`src/logic/usb_host_rx_pkg.sv`:
```
// Package: constants and types for the host receive endpoint status block
package usb_host_rx_pkg;

	localparam logic [3:0] OFF_RX_CTRL = 4'h0;
	localparam logic [3:0] OFF_EP0_COUNT = 4'h4;
	localparam logic [3:0] OFF_RX_COUNT = 4'h8;
	localparam logic [3:0] OFF_EP0_SPEED = 4'hC;
	localparam logic [3:0] OFF_PROTOCOL = 4'h1;
	localparam logic [3:0] OFF_NAK_LIMIT = 4'h2;
	localparam logic [3:0] OFF_IRQ_STATUS = 4'h3;
	localparam logic [3:0] OFF_IRQ_MASK = 4'h5;

	localparam int BIT_TOG_WREN = 10;
	localparam int BIT_TOG = 9;
	localparam int BIT_TOG_CLR = 7;
	localparam int BIT_STALL = 6;
	localparam int BIT_REQ = 5;
	localparam int BIT_FLUSH = 4;
	localparam int BIT_DERR = 3;
	localparam int BIT_ERROR = 2;
	localparam int BIT_FULL = 1;
	localparam int BIT_RDY = 0;

	localparam int SPEED_LSB = 6;
	localparam int IRQ_STALL = 0;
	localparam int IRQ_ERROR = 1;
	localparam int IRQ_RDY = 2;
	localparam int IRQ_W = 3;

	localparam logic [1:0] RETRY_LIMIT = 2'h3;
	localparam logic [1:0] PROT_ISO = 2'h1;
	localparam logic [1:0] PROT_BULK = 2'h2;
	localparam logic [1:0] SPEED_ILLEGAL = 2'h0;
	localparam logic [15:0] ZERO16 = 16'h0000;

	typedef struct packed {
		logic [3:0] addr;
		logic [15:0] wdata;
		logic wr;
		logic rd;
	} reg_req_t;

	typedef struct packed {
		logic pkt_good;
		logic pkt_crc_err;
		logic stall;
		logic no_data;
		logic nak_timeout;
		logic no_room;
		logic [12:0] byte_count;
		logic toggle_next;
	} link_evt_t;

	typedef struct packed {
		logic tog_wren;
		logic tog;
		logic stall;
		logic req;
		logic derr;
		logic error;
		logic full;
		logic rdy;
		logic halted;
		logic [1:0] retries;
		logic [12:0] count;
		logic [1:0] speed;
		logic [1:0] prot;
		logic [7:0] nak_limit;
		logic [IRQ_W-1:0] irq_stat;
		logic [IRQ_W-1:0] irq_mask;
		logic [15:0] rdata;
		logic irq;
		logic in_token;
		logic flush_pulse;
	} state_t;

endpackage : usb_host_rx_pkg

```
`src/logic/usb_host_rx_endpoint_status.sv`:
```
// Module: host receive endpoint control, status, counts and interrupt
//
// The placing of the registers and the strobed register port were chosen for this implementation.
`timescale 1ns/1ps
// Function
// - Toggle bit reads current data toggle
// - Toggle write only while write enable high
// - Write enable clears after toggle written
// - Clear-toggle write forces toggle zero
// - STALL sets sticky flag and interrupt
// - Request starts IN; clears on ready
// - Flush discards packet, clears ready
// - Flush ignored unless packet ready set
// - ISO CRC error flag follows ready
// - Bulk NAK timeout halts, sets flag
// - Three empty attempts set error, interrupt
// - Error flag zero in isochronous mode
// - No-room flag when FIFO full
// - Packet received sets ready, interrupt
// - Seven-bit endpoint 0 byte count
// - Thirteen-bit receive packet byte count
// - Two-bit endpoint 0 target speed
module usb_host_rx_endpoint_status (
	input wire logic i_clock,
	input wire logic i_sys_rst,
	input usb_host_rx_pkg::reg_req_t i_req,
	input usb_host_rx_pkg::link_evt_t i_evt,
	output logic [15:0] o_rdata,
	output logic o_irq,
	output logic o_in_token,
	output logic o_flush,
	output logic o_toggle
);
	import usb_host_rx_pkg::*;

	state_t s_q;
	state_t s_d;
	logic wr_ctrl;
	logic [15:0] ctrl_view;
	logic [IRQ_W-1:0] ev;

	always_comb begin
		wr_ctrl = i_req.wr && (i_req.addr == OFF_RX_CTRL);
		ctrl_view = ZERO16;
		ctrl_view[BIT_TOG_WREN] = s_q.tog_wren;
		ctrl_view[BIT_TOG] = s_q.tog;
		ctrl_view[BIT_STALL] = s_q.stall;
		ctrl_view[BIT_REQ] = s_q.req;
		ctrl_view[BIT_DERR] = s_q.derr;
		ctrl_view[BIT_ERROR] = (s_q.prot == PROT_ISO) ? 1'b0 : s_q.error;
		ctrl_view[BIT_FULL] = s_q.full;
		ctrl_view[BIT_RDY] = s_q.rdy;
		ev = '0;
		s_d = s_q;
		s_d.in_token = 1'b0;
		s_d.flush_pulse = 1'b0;
		s_d.rdata = ZERO16;

		// Software writes to control, speed, protocol, NAK limit and interrupt mask registers
		if (wr_ctrl) begin
			if (!i_req.wdata[BIT_STALL]) begin
				s_d.stall = 1'b0;
			end
			if (!i_req.wdata[BIT_ERROR]) begin
				s_d.error = 1'b0;
			end
			if (!i_req.wdata[BIT_DERR]) begin
				s_d.derr = 1'b0;
				s_d.halted = 1'b0;
			end
			if (!i_req.wdata[BIT_RDY]) begin
				s_d.rdy = 1'b0;
				s_d.derr = (s_q.prot == PROT_ISO) ? 1'b0 : s_d.derr;
			end
			if (i_req.wdata[BIT_TOG_WREN]) begin
				s_d.tog_wren = 1'b1;
			end
			if (s_q.tog_wren && !i_req.wdata[BIT_TOG_WREN]) begin
				s_d.tog = i_req.wdata[BIT_TOG];
				s_d.tog_wren = 1'b0;
			end
			if (i_req.wdata[BIT_TOG_CLR]) begin
				s_d.tog = 1'b0;
			end
			if (i_req.wdata[BIT_REQ] && !s_q.halted) begin
				s_d.req = 1'b1;
				s_d.in_token = 1'b1;
				s_d.retries = 2'h0;
			end
			if (i_req.wdata[BIT_FLUSH] && s_q.rdy) begin
				s_d.rdy = 1'b0;
				s_d.count = 13'h0000;
				s_d.flush_pulse = 1'b1;
				s_d.derr = (s_q.prot == PROT_ISO) ? 1'b0 : s_d.derr;
			end
		end else if (i_req.wr && i_req.addr == OFF_EP0_SPEED) begin
			s_d.speed = i_req.wdata[SPEED_LSB +: 2];
		end else if (i_req.wr && i_req.addr == OFF_PROTOCOL) begin
			s_d.prot = i_req.wdata[1:0];
		end else if (i_req.wr && i_req.addr == OFF_NAK_LIMIT) begin
			s_d.nak_limit = i_req.wdata[7:0];
		end else if (i_req.wr && i_req.addr == OFF_IRQ_MASK) begin
			s_d.irq_mask = i_req.wdata[IRQ_W-1:0];
		end

		// Link events; set wins over software clear
		s_d.full = i_evt.no_room;
		if (i_evt.stall && s_q.req) begin
			s_d.stall = 1'b1;
			s_d.req = 1'b0;
			ev[IRQ_STALL] = 1'b1;
		end
		if (i_evt.pkt_good && s_q.req) begin
			s_d.rdy = 1'b1;
			s_d.req = 1'b0;
			s_d.count = i_evt.byte_count;
			s_d.tog = i_evt.toggle_next;
			ev[IRQ_RDY] = 1'b1;
			if (s_q.prot == PROT_ISO && i_evt.pkt_crc_err) begin
				s_d.derr = 1'b1;
			end
		end
		if (i_evt.no_data && s_q.req && s_q.prot != PROT_ISO) begin
			if (s_q.retries == RETRY_LIMIT - 2'h1) begin
				s_d.error = 1'b1;
				s_d.req = 1'b0;
				ev[IRQ_ERROR] = 1'b1;
			end else begin
				s_d.retries = s_q.retries + 2'h1;
				s_d.in_token = 1'b1;
			end
		end
		if (i_evt.nak_timeout && s_q.req && s_q.prot == PROT_BULK) begin
			s_d.derr = 1'b1;
			s_d.halted = 1'b1;
			s_d.req = 1'b0;
		end

		// Sticky interrupt status, write one to clear
		if (i_req.wr && i_req.addr == OFF_IRQ_STATUS) begin
			s_d.irq_stat = s_q.irq_stat & ~i_req.wdata[IRQ_W-1:0];
		end
		s_d.irq_stat = s_d.irq_stat | ev;
		s_d.irq = |(s_d.irq_stat & s_d.irq_mask);

		// Read data one cycle later
		if (i_req.rd) begin
			if (i_req.addr == OFF_RX_CTRL) begin
				s_d.rdata = ctrl_view;
			end else if (i_req.addr == OFF_EP0_COUNT) begin
				s_d.rdata = {9'h000, s_q.count[6:0]};
			end else if (i_req.addr == OFF_RX_COUNT) begin
				s_d.rdata = {3'h0, s_q.count};
			end else if (i_req.addr == OFF_EP0_SPEED) begin
				s_d.rdata = {8'h00, s_q.speed, 6'h00};
			end else if (i_req.addr == OFF_PROTOCOL) begin
				s_d.rdata = {14'h0000, s_q.prot};
			end else if (i_req.addr == OFF_NAK_LIMIT) begin
				s_d.rdata = {8'h00, s_q.nak_limit};
			end else if (i_req.addr == OFF_IRQ_STATUS) begin
				s_d.rdata = {13'h0000, s_q.irq_stat};
			end else if (i_req.addr == OFF_IRQ_MASK) begin
				s_d.rdata = {13'h0000, s_q.irq_mask};
			end else begin
				s_d.rdata = ZERO16;
			end
		end
	end

	always_ff @(posedge i_clock) begin
		if (i_sys_rst) begin
			s_q <= '0;
		end else begin
			s_q <= s_d;
		end
	end

	assign o_rdata = s_q.rdata;
	assign o_irq = s_q.irq;
	assign o_in_token = s_q.in_token;
	assign o_flush = s_q.flush_pulse;
	assign o_toggle = s_q.tog;
endmodule : usb_host_rx_endpoint_status

```
`config.mk`:
```
export PLATFORM = sky130hd
export DESIGN_NAME = usb_host_rx_endpoint_status
export DESIGN_NICKNAME = d
export VERILOG_FILES = /design/src/logic/usb_host_rx_pkg.sv /design/src/logic/usb_host_rx_endpoint_status.sv
export SDC_FILE = /design/constraint.sdc
export NUM_CORES = 1
export LEC_CHECK = 0
export ABC_AREA = 1
export BUFFER_PORTS_ARGS = -buffer_cell sky130_fd_sc_hd__buf_2
export CORE_MARGIN = 2
export CORE_UTILIZATION = 35
export CTS_CLUSTER_DIAMETER = 50
export DETAILED_ROUTE_END_ITERATION = 8
export PLACE_DENSITY = 0.59
export SLEW_MARGIN = 20
export SYNTH_ARGS = -nofsm -noshare
export SYNTH_HDL_FRONTEND = slang
export SYNTH_SLANG_ARGS = --single-unit
```
`constraint.sdc`:
```
create_clock -name i_clock -period 1.7 [get_ports i_clock]
set_input_delay 0.255 -clock i_clock [delete_from_list [all_inputs] [get_ports i_clock]]
set_output_delay 0.255 -clock i_clock [all_outputs]
set_load 0.02 [all_outputs]
```
; Yosys cells after proc, flatten, opt, wreduce, memory -nomap -nowiden
; Index checks and enable logic that the tools add are counted.
[op_classes]
order_cmp = 0
n_shift = 0
mux = 56
n_eq_ne = 14
div_mod_pow = 0
multipliers = 0
n_reduce_logical = 41
addsub = 1
bitwise_logic = 8
[op_table]
columns = operator, n
row1 = 13-bit 2-to-1 mux, 3
row2 = 1-bit 2-to-1 mux, 31
row3 = 3-bit 2-to-1 mux, 8
row4 = 8-bit 2-to-1 mux, 3
row5 = 11-bit 2-to-1 mux, 2
row6 = 17-bit 2-to-1 mux, 1
row7 = 1-bit logical AND, 16
row8 = 2-bit 2-to-1 mux, 7
row9 = 2-bit AND reduction, 7
row10 = 2-bit nonzero test, 5
row11 = 9-bit OR reduction, 1
row12 = "4-bit by 2-bit == test with 1-bit output, second input constant", 2
row13 = "4-bit by 3-bit == test with 1-bit output, second input constant", 2
row14 = "4-bit == test, second input constant", 2
row15 = 3-bit AND, 2
row16 = "2-bit by 1-bit != test with 1-bit output, second input constant", 3
row17 = 2-bit OR reduction, 3
row18 = 3-bit OR reduction, 2
row19 = 5-bit 2-to-1 mux, 1
row20 = "2-bit == test, second input constant", 2
row21 = "4-bit by 1-bit == test with 1-bit output, second input constant", 1
row22 = 4-bit zero test, 1
row23 = 1-bit inverter, 4
row24 = 4-bit AND reduction, 1
row25 = 9 further kinds, 10
[totals]
reg_bits = 61
ramBits = 0
latchBits = 0
rom_bits = 0
elab_cells = 143
output_inout_bits = 20
memories = 0
input_bits = 44

; Logic depth before layout (Yosys ltp)
[logic_depth]
depth_word = 10
mapped_depth = 10
ltp_nobuf = 10

; Worst setup path before layout
; No wires, ideal clock.
[synth_path]
path_type = in2reg
from = input i_req[1] (netlist bit)
to = register s_q[40] (netlist bit)
setup_slack_ns = 0.454
setup_ns = 0.139
t_arrival_ns = 1.107
required_ns = 1.561
cell_stages = 9
path_buffers = 2
cell_sequence = buf_2 -> inv_1 -> nor2_8 -> inv_6 -> nor2_4 -> nor2_4 -> buf_12 -> nand2_2 -> a21oi_2
[synth_via]
elab_chain_len = 3
[synth_rtl]
columns = element, line_no
row1 = start: declaration, usb_host_rx_endpoint_status.sv:26  ; input usb_host_rx_pkg::reg_req_t i_req,
row2 = 1-bit logical AND, usb_host_rx_endpoint_status.sv:43  ; wr_ctrl = i_req.wr && (i_req.addr == OFF_RX_CTRL);
row3 = 2-bit nonzero test (no line), n/a
row4 = 2-bit AND reduction (no line), n/a
row5 = end signal: assignment, usb_host_rx_endpoint_status.sv:172  ; s_q <= '0;
row6 = end signal: assignment, usb_host_rx_endpoint_status.sv:174  ; s_q <= s_d;
row7 = end: declaration, usb_host_rx_endpoint_status.sv:36  ; state_t s_q;
; Every way passes these cells.
; A chain may end at the register's enable or synchronous reset.

; Final worst setup path
[layout_path]
from = register s_q, in the netlist ctrl_view[5]
to = register s_q[51] (netlist bit)
[layout_via]
elab_chain_len = 3
[layout_rtl]
columns = element, line_no
row1 = 1-bit logical AND (2 in series), usb_host_rx_endpoint_status.sv:123  ; if (i_evt.no_data && s_q.req && s_q.prot != PROT_ISO) begin
row2 = 2-bit 2-to-1 mux, usb_host_rx_endpoint_status.sv:123
; Every way passes these cells.

==> results.py <==
metrics = {
    "floorplan": {
        "start_util_pct": 35.62,
        "io_pins": 64,
        "design.die.area_um2": 8463,
        "die_y_um": 92.00,
        "rows": 32,
        "die_width_um": 92.00,
        "core_um2": 7607,
    },
    "sta": {
        "max_freq_ghz": 0.7556,
        "drv_slew": 0,
        "period_share_pct": 77.85,
        "hold_viol": 0,
        "grt_setup_unrepaired": "no",
        "finClkSkew_ns": 0.006615,
        "final.setup.tns_ns": 0,
        "setup_viol": 0,
        "min_period_ns": 1.323,
    },
    "worst_hold_path": {
        "hold_start": "i_evt[14]",
        "hp-class": "in2reg",
        "hold_end": "ctrl_view[1]",
        "whs_path_depth": 3,
    },
    "layout": {
        "nNetsFinal": 458,
        "final_cell_mix": "nand2_1, dfxtp_1, buf_2, a21oi_1, inv_1",
        "final-seq-area_um2": 1161,
        "final_common_cell": "nand2_1",
        "fillers": 803,
        "fin_area_um2": 3168,
        "antenna_cells": 0,
        "area_growth_pct": 16.90,
        "multi_input_area_um2": 1212,
        "final_layout_size_suffix_gt1_share_pct": 24.64,
    },
    "clocking": {
        "root_buffer": "clkbuf_8",
        "cts-resized-gates": 0,
        "clock_latency_ns": 0.33,
        "cts_buffers": 9,
        "ctsHtreeMaxLevel": 3,
        "cts_hold_buf": 0,
        "cts_setup_buffers": 0,
        "clk_pin_slew_ns": 0.06,
        "numClockSinks": 58,
        "clock_path_buffers": 2,
        "cts_tree": "done",
    },
    "yosys": {
        "muxShareOfSynthArea_pct": 0,
        "ys_warn_count": 0,
        "synth-main-ff-cell": "dfxtp_1",
        "synth_fa_ha_area_share_pct": 0,
        "avgSynthCellArea_um2": 7.384,
        "syn_area_um2": 2710,
        "yosys.area_share.simple_pct": 28.02,
        "synth_top_area_share_pct": 42.84,
        "synthXorXnorAreaFrac_pct": 0,
        "yosysSeqAreaShare_pct": 42.84,
        "synth_seq_cells": 58,
        "synth_cell_types": 27,
        "synth_top_family_by_area": "simple AND/OR/NAND/NOR gates",
        "synth_edf_count": 0,
        "synth_compound_area_share_pct": 16.30,
        "async_flop_share_pct": 0,
        "synth_cells": 367,
        "netlist_top_cells_area": "dfxtp_1, nand2_1, a21oi_1, inv_1, nand3_1",
        "yosysTopAreaCell": "dfxtp_1",
    },
    "global_routing": {
        "grt_pass1_vias": 2241,
        "grt-ovfl-total": 0,
        "antenna_found_initial": 0,
        "gr-usage-all-layers_pct": 16.28,
        "grt_pass1_wl_um": 10640,
        "grt_max_degree": 35,
    },
    "routing": {
        "wl_met3_um": 338,
        "routed-wl-met2_um": 2956,
        "routed.top_layer": "met4",
        "wl_per_cell_um": 12.49,
        "via_per_inst": 4.615,
        "drtPass1Iterations": 4,
        "met1_length_um": 3118,
        "drt-total-wl_um": 6496,
        "num_vias": 2400,
        "ant_nets": 0,
        "post-route-drc-count": 0,
        "drt_iter0_drc": 129,
    },
    "critical_path": {
        "startpoint_type": "flip-flop",
        "ff2ff_path_depth": 6,
        "cp_slowest_cell": "dfxtp_1",
        "r2r-start": "ctrl_view[5]",
        "crit_arrival_ns": 1.55,
        "r2r_slack_ns": 0.38,
        "cp-end-kind": "flip-flop",
        "path_max_fanout": 6,
        "required_ns": 1.93,
        "reg2reg_to": "s_q[51]",
        "cp_cell_sequence": "nand2_1, inv_1, nand2_1, o21ai_0, nor2_1, o21a_1",
        "critical_path_class": "reg2reg",
        "cp_slowest_stage_delay_ns": 0.46,
        "cpMostUsedCell": "nand2_1",
    },
    "placed_design": {
        "place_area_um2": 2983,
        "gp_congestion": 0.8559,
        "portBuffers": 54,
        "hpwl_um": 4857,
    },
    "pwr": {
        "total_power_uw": 2804,
        "p_leak_uw": 0.001373,
        "power_density_nw_per_um2": 885.1,
        "ir_drop_mv": 0.3560,
    },
    "outcome": {
        "outcome": "completed",
    },
    "run": {
        "cap_viol_max_count": 0,
    },
}
==> cell usage after synthesis, types with 3 or more instances <==
master,number
nand2_1,94
dfxtp_1,58
a21oi_1,41
inv_1,39
nand3_1,28
buf_4,17
nor2_1,15
o21ai_0,14
a21oi_2,10
nand2_2,10
nor2_4,6
a31oi_1,5
clkbuf_1,5
nand4_1,5
buf_2,3
o211ai_1,3
==> where the power goes <==
part           leakage (uW)  total, uW  internal, uW  switching (uW)
clock             0.0000962       1220           705             517
combinational      0.000809        204          68.7             136
sequential         0.000468       1380          1370            5.87
total               0.00137       2800          2150             658
==> critical path, delay by kind of cell (launching register included) <==
kind / cells / cell delay (ns)
buffers and inverters: 1 / 0.07
flip-flops: 1 / 0.46
AO/OA/AOI/OAI: 2 / 0.45
AND/OR/NAND/NOR: 3 / 0.25
==> worst max-delay path by stage <==
stage	slack [ns]	start	endpoint	depth (start not counted)
floorplan	0.45	i_req[1]	s_q[40]	9
global placement	0.24	i_req[18]	s_q[47]	9
detailed placement	0.20	i_req[18]	s_q[48]	9
CTS	0.38	ctrl_view[5]	s_q[51]	6
global route	0.18	ctrl_view[5]	s_q[51]	6
finish	0.38	ctrl_view[5]	s_q[51]	6
==> cells by family (layout without fill, tap and decap cells) <==
family / Yosys count / in the layout
AND/OR/NAND/NOR: 163 / 163
AO/OA/AOI/OAI: 77 / 77
buffers and inverters: 68 / 117
flip-flops: 58 / 58
other: 1 / 3
==> state kept, by name, summed over array words and instances, names as in the netlist, named ones only <==
register / cells
o_irq: 1
o_rdata: 13
ctrl_view: 6
s_q: 34
o_flush: 1
o_toggle: 1
o_in_token: 1
==> metrics by stage <==
stage	hold slack, ns	cells	setup slack (ns)	util [%]
floorplan	0.3620	369	0.4542	-
CTS	0.1100	520	0.3816	41.64
finish	0.1296	520	0.3766	41.64
global placement	0.4198	505	0.2392	39.21
detailed placement	0.4280	505	0.1992	39.21
global route	0.1171	520	0.1824	41.64
==> area by class of cell <==
cell class | instances | share of cell area (%)
tap | 102 | 4.028
clock inverter | 3 | 1.264
inverter | 41 | 5.016
multi-input combinational | 243 | 38.27
clock buffer | 12 | 4.581
sequential | 58 | 36.65
timing repair buffer | 61 | 10.19
==> routing by layer <==
layer	track usage (%)	vias to the layer above
met3	3.780	5
met4	6.343	0
met1	22.23	1069
met5	0	-
met2	24.94	63
li1	-	1263
(Power assumes the default switching activity.)
